<file path="src/core/rxpcs_pkg.sv">
// Shared constants and types for the 100 Mb/s receive coding path
package rxpcs_pkg;
  // Clock rate and timing figures
  localparam int CLK_MHZ = 25;
  localparam int HOLD_US = 722;
  localparam int HOLD_CYC = HOLD_US * CLK_MHZ;
  localparam int LINK_US = 395;
  localparam int LINK_CYC = LINK_US * CLK_MHZ;
  localparam int SD_QUAL_NS = 200;
  localparam int SD_QUAL_CYC = (SD_QUAL_NS * CLK_MHZ + 999) / 1000;
  localparam int IDLE_RUN_BITS = 58;
  localparam int LOCK_IDLES = 12;
  localparam int GRP_W = 5;
  localparam int CNT_W = 6;
  localparam logic [CNT_W-1:0] LOCK_LAST = CNT_W'(LOCK_IDLES * GRP_W - 1);
  localparam logic [CNT_W-1:0] IDLE_RUN_LAST = CNT_W'(IDLE_RUN_BITS - 1);
  localparam logic [2:0] SD_QUAL_LAST = 3'(SD_QUAL_CYC - 1);
  // Descrambler key register, x^11 + x^9 + 1
  localparam int LFSR_W = 11;
  localparam int TAP_A = 10;
  localparam int TAP_B = 8;
  // Line symbol levels
  localparam int MLT_W = 2;
  localparam logic [MLT_W-1:0] MLT_ZERO = 2'h0;
  localparam logic [MLT_W-1:0] MLT_POS = 2'h1;
  localparam logic [MLT_W-1:0] MLT_NEG = 2'h3;
  // Code-groups, first bit on the line is the msb
  localparam logic [4:0] CG_IDLE = 5'h1F;
  localparam logic [4:0] CG_J = 5'h18;
  localparam logic [4:0] CG_K = 5'h11;
  localparam logic [4:0] CG_T = 5'h0D;
  localparam logic [4:0] CG_R = 5'h07;
  localparam logic [9:0] CG_JK = {CG_J, CG_K};
  // Nibbles, alignment and counting
  localparam logic [3:0] NIB_PRE = 4'h5;
  localparam logic [3:0] NIB_BAD_SSD = 4'hE;
  localparam logic [3:0] NIB_INVALID = 4'h0;
  localparam logic [2:0] PHASE_LAST = 3'h4;
  localparam logic [2:0] CHK_LAST = 3'h6;
  localparam logic [3:0] ONES_TWO_IDLES = 4'hA;
  localparam int FCC_W = 16;
  // Receive framing states
  typedef enum logic [3:0] {
    ST_IDLE = 4'h1,
    ST_CHK = 4'h2,
    ST_FRAME = 4'h4,
    ST_BAD = 4'h8
  } rxpcs_state_t;
endpackage : rxpcs_pkg

</file>
<file path="src/core/rxpcs_descrambler.sv">
// Serial descrambler with idle-based lock, line state monitor and hold timer
module rxpcs_descrambler #(
  parameter int HOLD_CYCLES = rxpcs_pkg::HOLD_CYC
) (
  // Clock and reset
  input wire logic clk,
  input wire logic rst,
  // Control
  input wire logic enable,
  // Serial data
  input wire logic nrz_bit,
  output logic plain_bit,
  output logic locked
);
  import rxpcs_pkg::*;
  localparam int HW = $clog2(HOLD_CYCLES + 1);
  typedef struct packed {
    logic [LFSR_W-1:0] lfsr;
    logic [CNT_W-1:0] match_cnt;
    logic [CNT_W-1:0] run_cnt;
    logic [HW-1:0] hold_cnt;
    logic locked;
    logic plain;
  } rxpcs_descr_t;
  rxpcs_descr_t s_reg;
  rxpcs_descr_t s_next;
  logic key;
  logic restart;

  // Acquire on assumed idles, then free-run the key and police it
  always_comb begin
    s_next = s_reg;
    key = s_reg.lfsr[TAP_A] ^ s_reg.lfsr[TAP_B];
    restart = 1'b0;
    if (!enable) begin
      s_next = '0;
    end else if (!s_reg.locked) begin
      // Idle is all ones, so the key bit is the inverted line bit
      s_next.lfsr = {s_reg.lfsr[LFSR_W-2:0], ~nrz_bit};
      s_next.plain = 1'b0;
      if (key == ~nrz_bit) begin
        if (s_reg.match_cnt == LOCK_LAST) begin
          s_next.locked = 1'b1;
          s_next.hold_cnt = HW'(HOLD_CYCLES);
          s_next.run_cnt = '0;
        end else begin
          s_next.match_cnt = s_reg.match_cnt + 1'b1;
        end
      end else begin
        s_next.match_cnt = '0;
      end
    end else begin
      s_next.lfsr = {s_reg.lfsr[LFSR_W-2:0], key};
      s_next.plain = nrz_bit ^ key;
      // Line state monitor: a long run of ones is enough idle
      if (s_next.plain) begin
        if (s_reg.run_cnt == IDLE_RUN_LAST) begin
          restart = 1'b1;
        end else begin
          s_next.run_cnt = s_reg.run_cnt + 1'b1;
        end
      end else begin
        s_next.run_cnt = '0;
      end
      if (restart) begin
        s_next.hold_cnt = HW'(HOLD_CYCLES);
      end else if (s_reg.hold_cnt == HW'(1)) begin
        s_next = '0;
      end else begin
        s_next.hold_cnt = s_reg.hold_cnt - 1'b1;
      end
    end
  end

  // State register
  always_ff @(posedge clk or posedge rst) begin
    if (rst) begin
      s_reg <= '0;
    end else begin
      s_reg <= s_next;
    end
  end

  assign plain_bit = s_reg.plain;
  assign locked = s_reg.locked;

  a_lock_after_idles: assert property (@(posedge clk) disable iff (rst)
    $rose(s_reg.locked) |->
      $past(s_reg.match_cnt) == LOCK_LAST && s_reg.hold_cnt == HW'(HOLD_CYCLES))
    else $error("lock without twelve idles");
  a_hold_expiry: assert property (@(posedge clk) disable iff (rst)
    (s_reg.locked && enable && s_reg.hold_cnt == HW'(1) && !restart) |=>
      !s_reg.locked && s_reg.lfsr == '0)
    else $error("hold timer expiry did not drop lock");
endmodule : rxpcs_descrambler

</file>
<file path="src/core/rxpcs_link_mon.sv">
// Signal detect qualification and link integrity monitor
module rxpcs_link_mon #(
  parameter int LINK_CYCLES = rxpcs_pkg::LINK_CYC
) (
  // Clock and reset
  input wire logic clk,
  input wire logic rst,
  // Energy detect from the front end
  input wire logic sd_raw,
  // Status
  output logic sig_det,
  output logic link_up
);
  import rxpcs_pkg::*;
  localparam int LW = $clog2(LINK_CYCLES + 1);
  typedef struct packed {
    logic [2:0] qual_cnt;
    logic sig_det;
    logic [LW-1:0] up_cnt;
    logic link_up;
  } rxpcs_link_t;
  rxpcs_link_t s_reg;
  rxpcs_link_t s_next;

  // Link pulses are far shorter than the qualify time, so they never pass
  always_comb begin
    s_next = s_reg;
    if (!sd_raw) begin
      s_next = '0;
    end else begin
      if (s_reg.qual_cnt == SD_QUAL_LAST) begin
        s_next.sig_det = 1'b1;
      end else begin
        s_next.qual_cnt = s_reg.qual_cnt + 1'b1;
      end
      if (s_reg.sig_det && !s_reg.link_up) begin
        if (s_reg.up_cnt == LW'(LINK_CYCLES - 1)) begin
          s_next.link_up = 1'b1;
        end else begin
          s_next.up_cnt = s_reg.up_cnt + 1'b1;
        end
      end
    end
  end

  // State register
  always_ff @(posedge clk or posedge rst) begin
    if (rst) begin
      s_reg <= '0;
    end else begin
      s_reg <= s_next;
    end
  end

  assign sig_det = s_reg.sig_det;
  assign link_up = s_reg.link_up;

  a_link_wait: assert property (@(posedge clk) disable iff (rst)
    $rose(s_reg.link_up) |-> $past(s_reg.up_cnt) == LW'(LINK_CYCLES - 1) && $past(sd_raw))
    else $error("link up before signal detect time");
  a_short_pulse: assert property (@(posedge clk) disable iff (rst)
    $rose(s_reg.sig_det) |-> $past(sd_raw, 1) && $past(sd_raw, 2) && $past(sd_raw, 3))
    else $error("signal detect from short burst");
endmodule : rxpcs_link_mon

</file>
<file path="src/core/rxpcs_top.sv">
// Receive coding path: line decode, descramble, align, decode, bad start handling
module rxpcs_top #(
  parameter int HOLD_CYCLES = rxpcs_pkg::HOLD_CYC,
  parameter int LINK_CYCLES = rxpcs_pkg::LINK_CYC
) (
  // Clock and reset
  input wire logic clk,
  input wire logic rst,
  // Line side, one equalized symbol per clock
  input wire logic [rxpcs_pkg::MLT_W-1:0] mlt_sym,
  input wire logic sd_raw,
  // Configuration
  input wire logic descr_bypass,
  // Nibble interface towards the MAC
  output logic rx_nib_en,
  output logic [3:0] rxd,
  output logic rx_dv,
  output logic rx_er,
  output logic crs,
  // Status
  output logic sig_det,
  output logic link_up,
  output logic descr_locked,
  output logic [rxpcs_pkg::FCC_W-1:0] false_carrier_event_counter
);
  import rxpcs_pkg::*;

  typedef struct packed {
    logic [MLT_W-1:0] mlt_prev;
    logic nrzi;
    logic nrzi_prev;
    logic nrz;
    logic [9:0] win;
    logic [2:0] phase;
    logic [3:0] ones;
    logic [2:0] chk_cnt;
    logic [4:0] held;
    logic pre_pend;
    rxpcs_state_t st;
    logic nib_en;
    logic [3:0] rxd;
    logic rx_dv;
    logic rx_er;
    logic crs;
    logic [FCC_W-1:0] fcc;
  } rxpcs_top_t;

  rxpcs_top_t s_reg;
  rxpcs_top_t s_next;
  logic plain_bit;
  logic ser_bit;
  logic [9:0] win_n;
  logic [4:0] cur;
  logic tick;
  logic run_ok;
  logic [4:0] dec;

  // Group to {valid, nibble}; control and unused groups come back invalid
  function automatic logic [4:0] rxpcs_decode(input logic [4:0] cg);
    logic [4:0] r;
    r = {1'b0, NIB_INVALID};
    case (cg)
      5'h1E: r = 5'h10;
      5'h09: r = 5'h11;
      5'h14: r = 5'h12;
      5'h15: r = 5'h13;
      5'h0A: r = 5'h14;
      5'h0B: r = 5'h15;
      5'h0E: r = 5'h16;
      5'h0F: r = 5'h17;
      5'h12: r = 5'h18;
      5'h13: r = 5'h19;
      5'h16: r = 5'h1A;
      5'h17: r = 5'h1B;
      5'h1A: r = 5'h1C;
      5'h1B: r = 5'h1D;
      5'h1C: r = 5'h1E;
      5'h1D: r = 5'h1F;
      default: r = {1'b0, NIB_INVALID};
    endcase
    return r;
  endfunction : rxpcs_decode

  // Two-idle detector shared by the packet end and bad start exit
  function automatic logic rxpcs_two_idles(input logic [4:0] a, input logic [4:0] b);
    return (a == CG_IDLE) && (b == CG_IDLE);
  endfunction : rxpcs_two_idles

  // Descrambler with its own lock and hold timer
  rxpcs_descrambler #(
    .HOLD_CYCLES(HOLD_CYCLES)
  ) u_descr (
    .clk(clk),
    .rst(rst),
    .enable(link_up && !descr_bypass),
    .nrz_bit(s_reg.nrz),
    .plain_bit(plain_bit),
    .locked(descr_locked)
  );

  // Signal detect and link integrity
  rxpcs_link_mon #(
    .LINK_CYCLES(LINK_CYCLES)
  ) u_link (
    .clk(clk),
    .rst(rst),
    .sd_raw(sd_raw),
    .sig_det(sig_det),
    .link_up(link_up)
  );

  // Alignment input source; bypass skips the descrambler latency too
  assign ser_bit = descr_bypass ? s_reg.nrz : plain_bit;
  assign run_ok = link_up && (descr_bypass || descr_locked);
  assign win_n = {s_reg.win[8:0], ser_bit};
  assign cur = win_n[4:0];
  assign tick = (s_reg.phase == PHASE_LAST);
  assign dec = rxpcs_decode(s_reg.held);

  // Next-state logic for the whole receive path
  always_comb begin
    s_next = s_reg;
    s_next.nib_en = 1'b0;
    // Symbol level change toggles NRZI; NRZI change yields a one
    s_next.mlt_prev = mlt_sym;
    s_next.nrzi = s_reg.nrzi ^ (mlt_sym != s_reg.mlt_prev);
    s_next.nrzi_prev = s_reg.nrzi;
    s_next.nrz = s_reg.nrzi ^ s_reg.nrzi_prev;
    s_next.win = win_n;
    // Nibble-rate enable from the group phase divider
    s_next.phase = tick ? 3'h0 : s_reg.phase + 1'b1;
    case (s_reg.st)
      ST_IDLE: begin
        s_next.rx_dv = 1'b0;
        s_next.rx_er = 1'b0;
        s_next.crs = 1'b0;
        if (ser_bit) begin
          if (s_reg.ones != ONES_TWO_IDLES) begin
            s_next.ones = s_reg.ones + 1'b1;
          end
        end else begin
          s_next.ones = '0;
          // Only a zero after idles counts as a start of stream
          if (s_reg.ones == ONES_TWO_IDLES) begin
            s_next.st = ST_CHK;
            s_next.chk_cnt = '0;
            s_next.crs = 1'b1;
          end
        end
      end
      ST_CHK: begin
        s_next.chk_cnt = s_reg.chk_cnt + 1'b1;
        if (win_n == CG_JK) begin
          // Boundary fixed here and on the bad start branch below
          s_next.st = ST_FRAME;
          s_next.phase = 3'h0;
          s_next.rx_dv = 1'b1;
          s_next.rx_er = 1'b0;
          s_next.rxd = NIB_PRE;
          s_next.nib_en = 1'b1;
          s_next.pre_pend = 1'b1;
          s_next.held = CG_IDLE;
        end else if (s_reg.chk_cnt == CHK_LAST) begin
          s_next.st = ST_BAD;
          s_next.phase = 3'h0;
          s_next.fcc = s_reg.fcc + 1'b1;
          s_next.rx_er = 1'b1;
          s_next.rxd = NIB_BAD_SSD;
          s_next.nib_en = 1'b1;
          s_next.held = cur;
        end
      end
      ST_FRAME: begin
        if (tick) begin
          s_next.held = cur;
          if (s_reg.pre_pend) begin
            // One group of latency lets the pair become two nibbles
            s_next.pre_pend = 1'b0;
            s_next.rxd = NIB_PRE;
            s_next.nib_en = 1'b1;
          end else if ((s_reg.held == CG_T && cur == CG_R) ||
                       rxpcs_two_idles(s_reg.held, cur)) begin
            s_next.st = ST_IDLE;
            s_next.rx_dv = 1'b0;
            s_next.rx_er = 1'b0;
            s_next.crs = 1'b0;
            s_next.ones = '0;
          end else begin
            s_next.rxd = dec[3:0];
            s_next.rx_er = !dec[4];
            s_next.nib_en = 1'b1;
          end
        end
      end
      ST_BAD: begin
        if (tick) begin
          s_next.held = cur;
          if (rxpcs_two_idles(s_reg.held, cur)) begin
            s_next.st = ST_IDLE;
            s_next.rx_er = 1'b0;
            s_next.crs = 1'b0;
            s_next.ones = '0;
          end else begin
            s_next.rxd = NIB_BAD_SSD;
            s_next.rx_er = 1'b1;
            s_next.nib_en = 1'b1;
          end
        end
      end
      default: begin
        s_next.st = ST_IDLE;
      end
    endcase
    // Coding layers held quiet until link up and, if used, lock
    if (!run_ok) begin
      s_next.st = ST_IDLE;
      s_next.rx_dv = 1'b0;
      s_next.rx_er = 1'b0;
      s_next.crs = 1'b0;
      s_next.ones = '0;
      s_next.nib_en = 1'b0;
      s_next.pre_pend = 1'b0;
    end
  end

  // State register
  always_ff @(posedge clk or posedge rst) begin
    if (rst) begin
      s_reg <= '0;
      s_reg.st <= ST_IDLE;
    end else begin
      s_reg <= s_next;
    end
  end

  // Outputs straight from flops
  assign rx_nib_en = s_reg.nib_en;
  assign rxd = s_reg.rxd;
  assign rx_dv = s_reg.rx_dv;
  assign rx_er = s_reg.rx_er;
  assign crs = s_reg.crs;
  assign false_carrier_event_counter = s_reg.fcc;

  // Checks on the receive path
  a_nrzi_decode: assert property (@(posedge clk) disable iff (rst)
    $past(!rst, 4) |-> s_reg.nrz == ($past(mlt_sym, 2) != $past(mlt_sym, 3)))
    else $error("line change not decoded as one");
  a_fcc_count: assert property (@(posedge clk) disable iff (rst)
    (s_reg.st == ST_BAD && $past(s_reg.st) != ST_BAD) |->
      s_reg.fcc == $past(s_reg.fcc) + 1'b1)
    else $error("false carrier count not bumped once");
  a_fcc_only_bad: assert property (@(posedge clk) disable iff (rst)
    (s_reg.fcc != $past(s_reg.fcc)) |-> s_reg.st == ST_BAD && $past(s_reg.st) == ST_CHK)
    else $error("false carrier count moved without bad start");
  a_bad_nibble: assert property (@(posedge clk) disable iff (rst)
    (s_reg.st == ST_BAD && s_reg.nib_en) |-> s_reg.rx_er && s_reg.rxd == NIB_BAD_SSD && s_reg.crs)
    else $error("bad start nibble wrong");
  a_preamble_pair: assert property (@(posedge clk) disable iff (rst)
    $rose(s_reg.rx_dv) |-> s_reg.rxd == NIB_PRE && s_reg.nib_en ##5
      ((s_reg.rxd == NIB_PRE && s_reg.nib_en) || !s_reg.rx_dv))
    else $error("start pair not replaced by two preamble nibbles");
  a_bad_exit: assert property (@(posedge clk) disable iff (rst)
    ($past(s_reg.st) == ST_BAD && s_reg.st == ST_IDLE && run_ok) |->
      !s_reg.rx_er && !s_reg.crs && $past(cur) == CG_IDLE)
    else $error("bad start exit without idles");
  a_gate_link: assert property (@(posedge clk) disable iff (rst)
    !$past(run_ok) |-> !s_reg.rx_dv && !s_reg.crs && !s_reg.nib_en)
    else $error("receive active without link");
endmodule : rxpcs_top

</file>
<file path="config.mk">
export PLATFORM = sky130hd
export DESIGN_NAME = rxpcs_top
export DESIGN_NICKNAME = d
export VERILOG_FILES = /design/src/core/rxpcs_pkg.sv /design/src/core/rxpcs_descrambler.sv /design/src/core/rxpcs_link_mon.sv /design/src/core/rxpcs_top.sv
export SDC_FILE = /design/constraint.sdc
export NUM_CORES = 1
export LEC_CHECK = 0
export BUFFER_PORTS_ARGS = -buffer_cell sky130_fd_sc_hd__buf_2
export CORE_UTILIZATION = 50
export DETAILED_ROUTE_END_ITERATION = 10
export GPL_TIMING_DRIVEN = 0
export PLACE_DENSITY = 0.67
export SETUP_SLACK_MARGIN = 0.15
export SLEW_MARGIN = 25
export SYNTH_ARGS = -nofsm -noshare
export SYNTH_HDL_FRONTEND = slang
export SYNTH_SLANG_ARGS = --single-unit
</file>
<file path="constraint.sdc">
create_clock -name clk -period 11.28 [get_ports clk]
set_input_delay 1.692 -clock clk [delete_from_list [all_inputs] [get_ports clk]]
set_output_delay 1.692 -clock clk [all_outputs]
set_load 0.01 [all_outputs]
</file>
==> results.py <==
metrics = {
    "layout": {
        "nets": 697,
        "area_growth_pct": 16.45,
        "antenna_cells": 0,
        "most-common-layout-cells": "dfrtp_1, nand2_1, nor2_1",
        "largest_reg_flops": 38,
        "fill_cells": 1023,
        "instances_no_fill": 832,
        "final_area_sq_mm": 0.007182,
        "layout_commonest_cell": "dfrtp_1",
        "drive_above_1_share_pct": 14.74,
    },
    "synthesis": {
        "synth_nets": 645,
        "synth_seq_cells": 117,
        "synth_edf_count": 0,
        "yosysWarnings": 0,
        "syn_avg_cell_area_sq_um": 9.947,
        "syn_area_sq_mm": 0.006167,
        "ys_types": 69,
        "syn_inst": 620,
        "yosysSeqAreaShare_pct": 47.49,
        "synth_flop_cell": "dfrtp_1",
        "async_reset_ff_share_pct": 100.0,
    },
    "timing": {
        "worst_slack_ns": 7.466,
        "hold_viol": 0,
        "slew-limit-headroom_pct": 37.64,
        "fin_worst_skew_ns": 0.01175,
        "setup_viol": 0,
        "tightest_slew_ns": 0.9225,
        "maxSlewViolCount": 0,
        "period_needed_ns": 3.814,
        "rsz0062_at_grt": "false",
        "tns_ns": 0,
        "period_share_pct": 33.81,
        "fmax_ghz": 0.2622,
    },
    "clock_tree": {
        "post-cts-setup-buffer-count": 0,
        "ctsRootBufferMaster": "clkbuf_16",
        "cts_resized": 0,
        "numCtsBuffers": 17,
        "numClockSinks": 117,
        "htreeDepth": 4,
        "cts_tree": "done",
        "clock_path_buffers": 2,
        "clk_pin_slew_ns": 0.05,
        "holdBufCountCts": 0,
        "insertion_delay_ns": 0.42,
    },
    "job": {
        "max_cap_viol_count": 0,
    },
    "outcome": {
        "outcome": "complete, no violations",
    },
    "place": {
        "place_ws_ns": 7.075,
        "dp_cells": 800,
        "hpwl_um": 8465,
        "gp_congestion": 0.7992,
        "dpl_cell_area_sq_mm": 0.006544,
        "numPortBuffers": 32,
    },
    "floorplanning": {
        "ios": 33,
        "coreArea_sq_mm": 0.01201,
        "rows": 40,
        "die_area_sq_mm": 0.01278,
        "die_height_um": 113.1,
        "die_w_um": 113.1,
        "start_util_pct": 51.34,
    },
    "power_and_ir_drop": {
        "p_leak_nw": 3.521,
        "vdd_ir_drop_max_uv": 98.93,
        "power_density_mw_per_mm2": 147.6,
    },
    "global_route": {
        "grt_pass1_wl_um": 21790,
        "grt_start_max_net_pins": 77,
        "grt_pass1_vias": 4668,
        "grt.total_usage_pct": 21.53,
        "antenna_found_initial": 0,
        "gr-total-overflow": 0,
    },
    "worst_setup_path": {
        "setup.worst_path.class": "input port to flip-flop",
        "end_kind": "flip-flop",
        "worst-endpoint-arrival_ns": 4.15,
        "cp_max_fo": 6,
        "start_kind": "input port",
        "cp.required_ns": 11.61,
        "reg2reg_slack_ns": 8.42,
    },
    "detailed_routing": {
        "drt_iter0_markers": 259,
        "drcViolationCount": 0,
        "antenna_left": 0,
        "vias_per_cell": 5.623,
        "wl_um": 12330,
        "firstDrtPassIters": 4,
        "vias": 4678,
        "routedWlPerCell_um": 14.82,
    },
    "hold_path": {
        "hold_class": "flip-flop to flip-flop",
    },
}
[metal layers]
metal,global-route usage (%),vias up,share of wire (%)
met5,0,-,0
met1,28.57,2284,48
met4,8.158,0,0.86
met3,6.588,10,3.3
met2,33.25,82,48
li1,-,2302,-
[metrics by stage]
stage / util, % / hold slack, ns / total power, W
final: 59.79 / 0.3760 / 0.001060
after detailed placement: 54.48 / 0.3651 / 0.0005154
after floorplan: - / 0.3478 / 0.0004973
after global routing: 59.79 / 0.3815 / 0.001104
after global placement: 54.21 / 0.3614 / 0.0005108
after CTS: 59.69 / 0.3773 / 0.001074
[cells in the mapped netlist (4+ instances only)]
| cell type | n | area (sq um) |
|---|---|---|
| o31ai_1 | 7 | 52.55 |
| ha_1 | 19 | 237.7 |
| and2_1 | 24 | 150.1 |
| nand3b_1 | 4 | 30.03 |
| o21ai_0 | 34 | 170.2 |
| o211ai_1 | 4 | 30.03 |
| a21oi_1 | 20 | 100.1 |
| and3_1 | 8 | 50.05 |
| nand3_1 | 27 | 135.1 |
| nor3_1 | 16 | 80.08 |
| xnor2_1 | 17 | 148.9 |
| nand2_1 | 47 | 176.4 |
| inv_1 | 28 | 105.1 |
| nor4_1 | 14 | 87.58 |
| nor2b_1 | 7 | 43.79 |
| mux2i_1 | 10 | 100.1 |
| or3_1 | 4 | 25.02 |
| a31oi_1 | 6 | 37.54 |
| buf_4 | 20 | 150.1 |
| nand4_1 | 18 | 112.6 |
| nor4b_1 | 6 | 52.55 |
| a21o_1 | 7 | 52.55 |
| xor2_1 | 26 | 227.7 |
| clkbuf_1 | 17 | 63.81 |
| nand2b_1 | 8 | 50.05 |
| nor2_1 | 41 | 153.9 |
| dfrtp_1 | 116 | 2903 |
| nor3b_1 | 8 | 60.06 |
[worst max-delay path: stages]
cell     delay (ns)
buf_2          0.14
mux2i_1        0.66
inv_1          0.26
a41oi_2        0.42
nand4_1        0.37
nor4_1         0.43
xor2_1         0.17
[logic make-up (layout without fill, tap and decap cells)]
kind of cell | Yosys count | in the layout | share of synthesized area (%)
and+or+nand+nor | 253 | 253 | 22.46
DFF | 117 | 117 | 47.49
AOI/OAI and AO/OA | 108 | 108 | 12.11
buffers and inverters | 67 | 132 | 5.417
xor gates and xnor gates | 45 | 45 | 6.857
adders and majority gates | 19 | 19 | 3.855
muxes | 11 | 11 | 1.806
[final cells by class]
cell class	instances	area [sq um]	area share [%]
plain buffers	38	225.2	3.136
clock buffers	25	535.5	7.456
clock inverters	7	90.09	1.254
inverters	29	113.9	1.585
multi-input cells	436	2917	40.61
flip-flops and latches	117	2929	40.78
well taps	147	183.9	2.561
repair buffers	33	187.7	2.613
[final timing paths]
check                                  from                         endpoint  cells past startpoint
setup / recovery               descr_bypass  false_carrier_event_counter[15]                      7
hold / removal                   s_next[49]                       s_next[50]                      0
setup reg to reg           u_descr.s_reg[6]                u_descr.s_reg[25]                      6
hold reg to reg                  s_next[49]                       s_next[50]                      0
max in group asynchronous               rst                        s_reg[24]                      3
min in group asynchronous               rst                  u_link.s_reg[6]                      2
[report_power, final]
group | switching, W | internal, W
sequential | 0.0000147 | 0.000438
combinational | 0.0000360 | 0.0000192
clock | 0.000182 | 0.000371
Power figures use the tool's default switching activity.
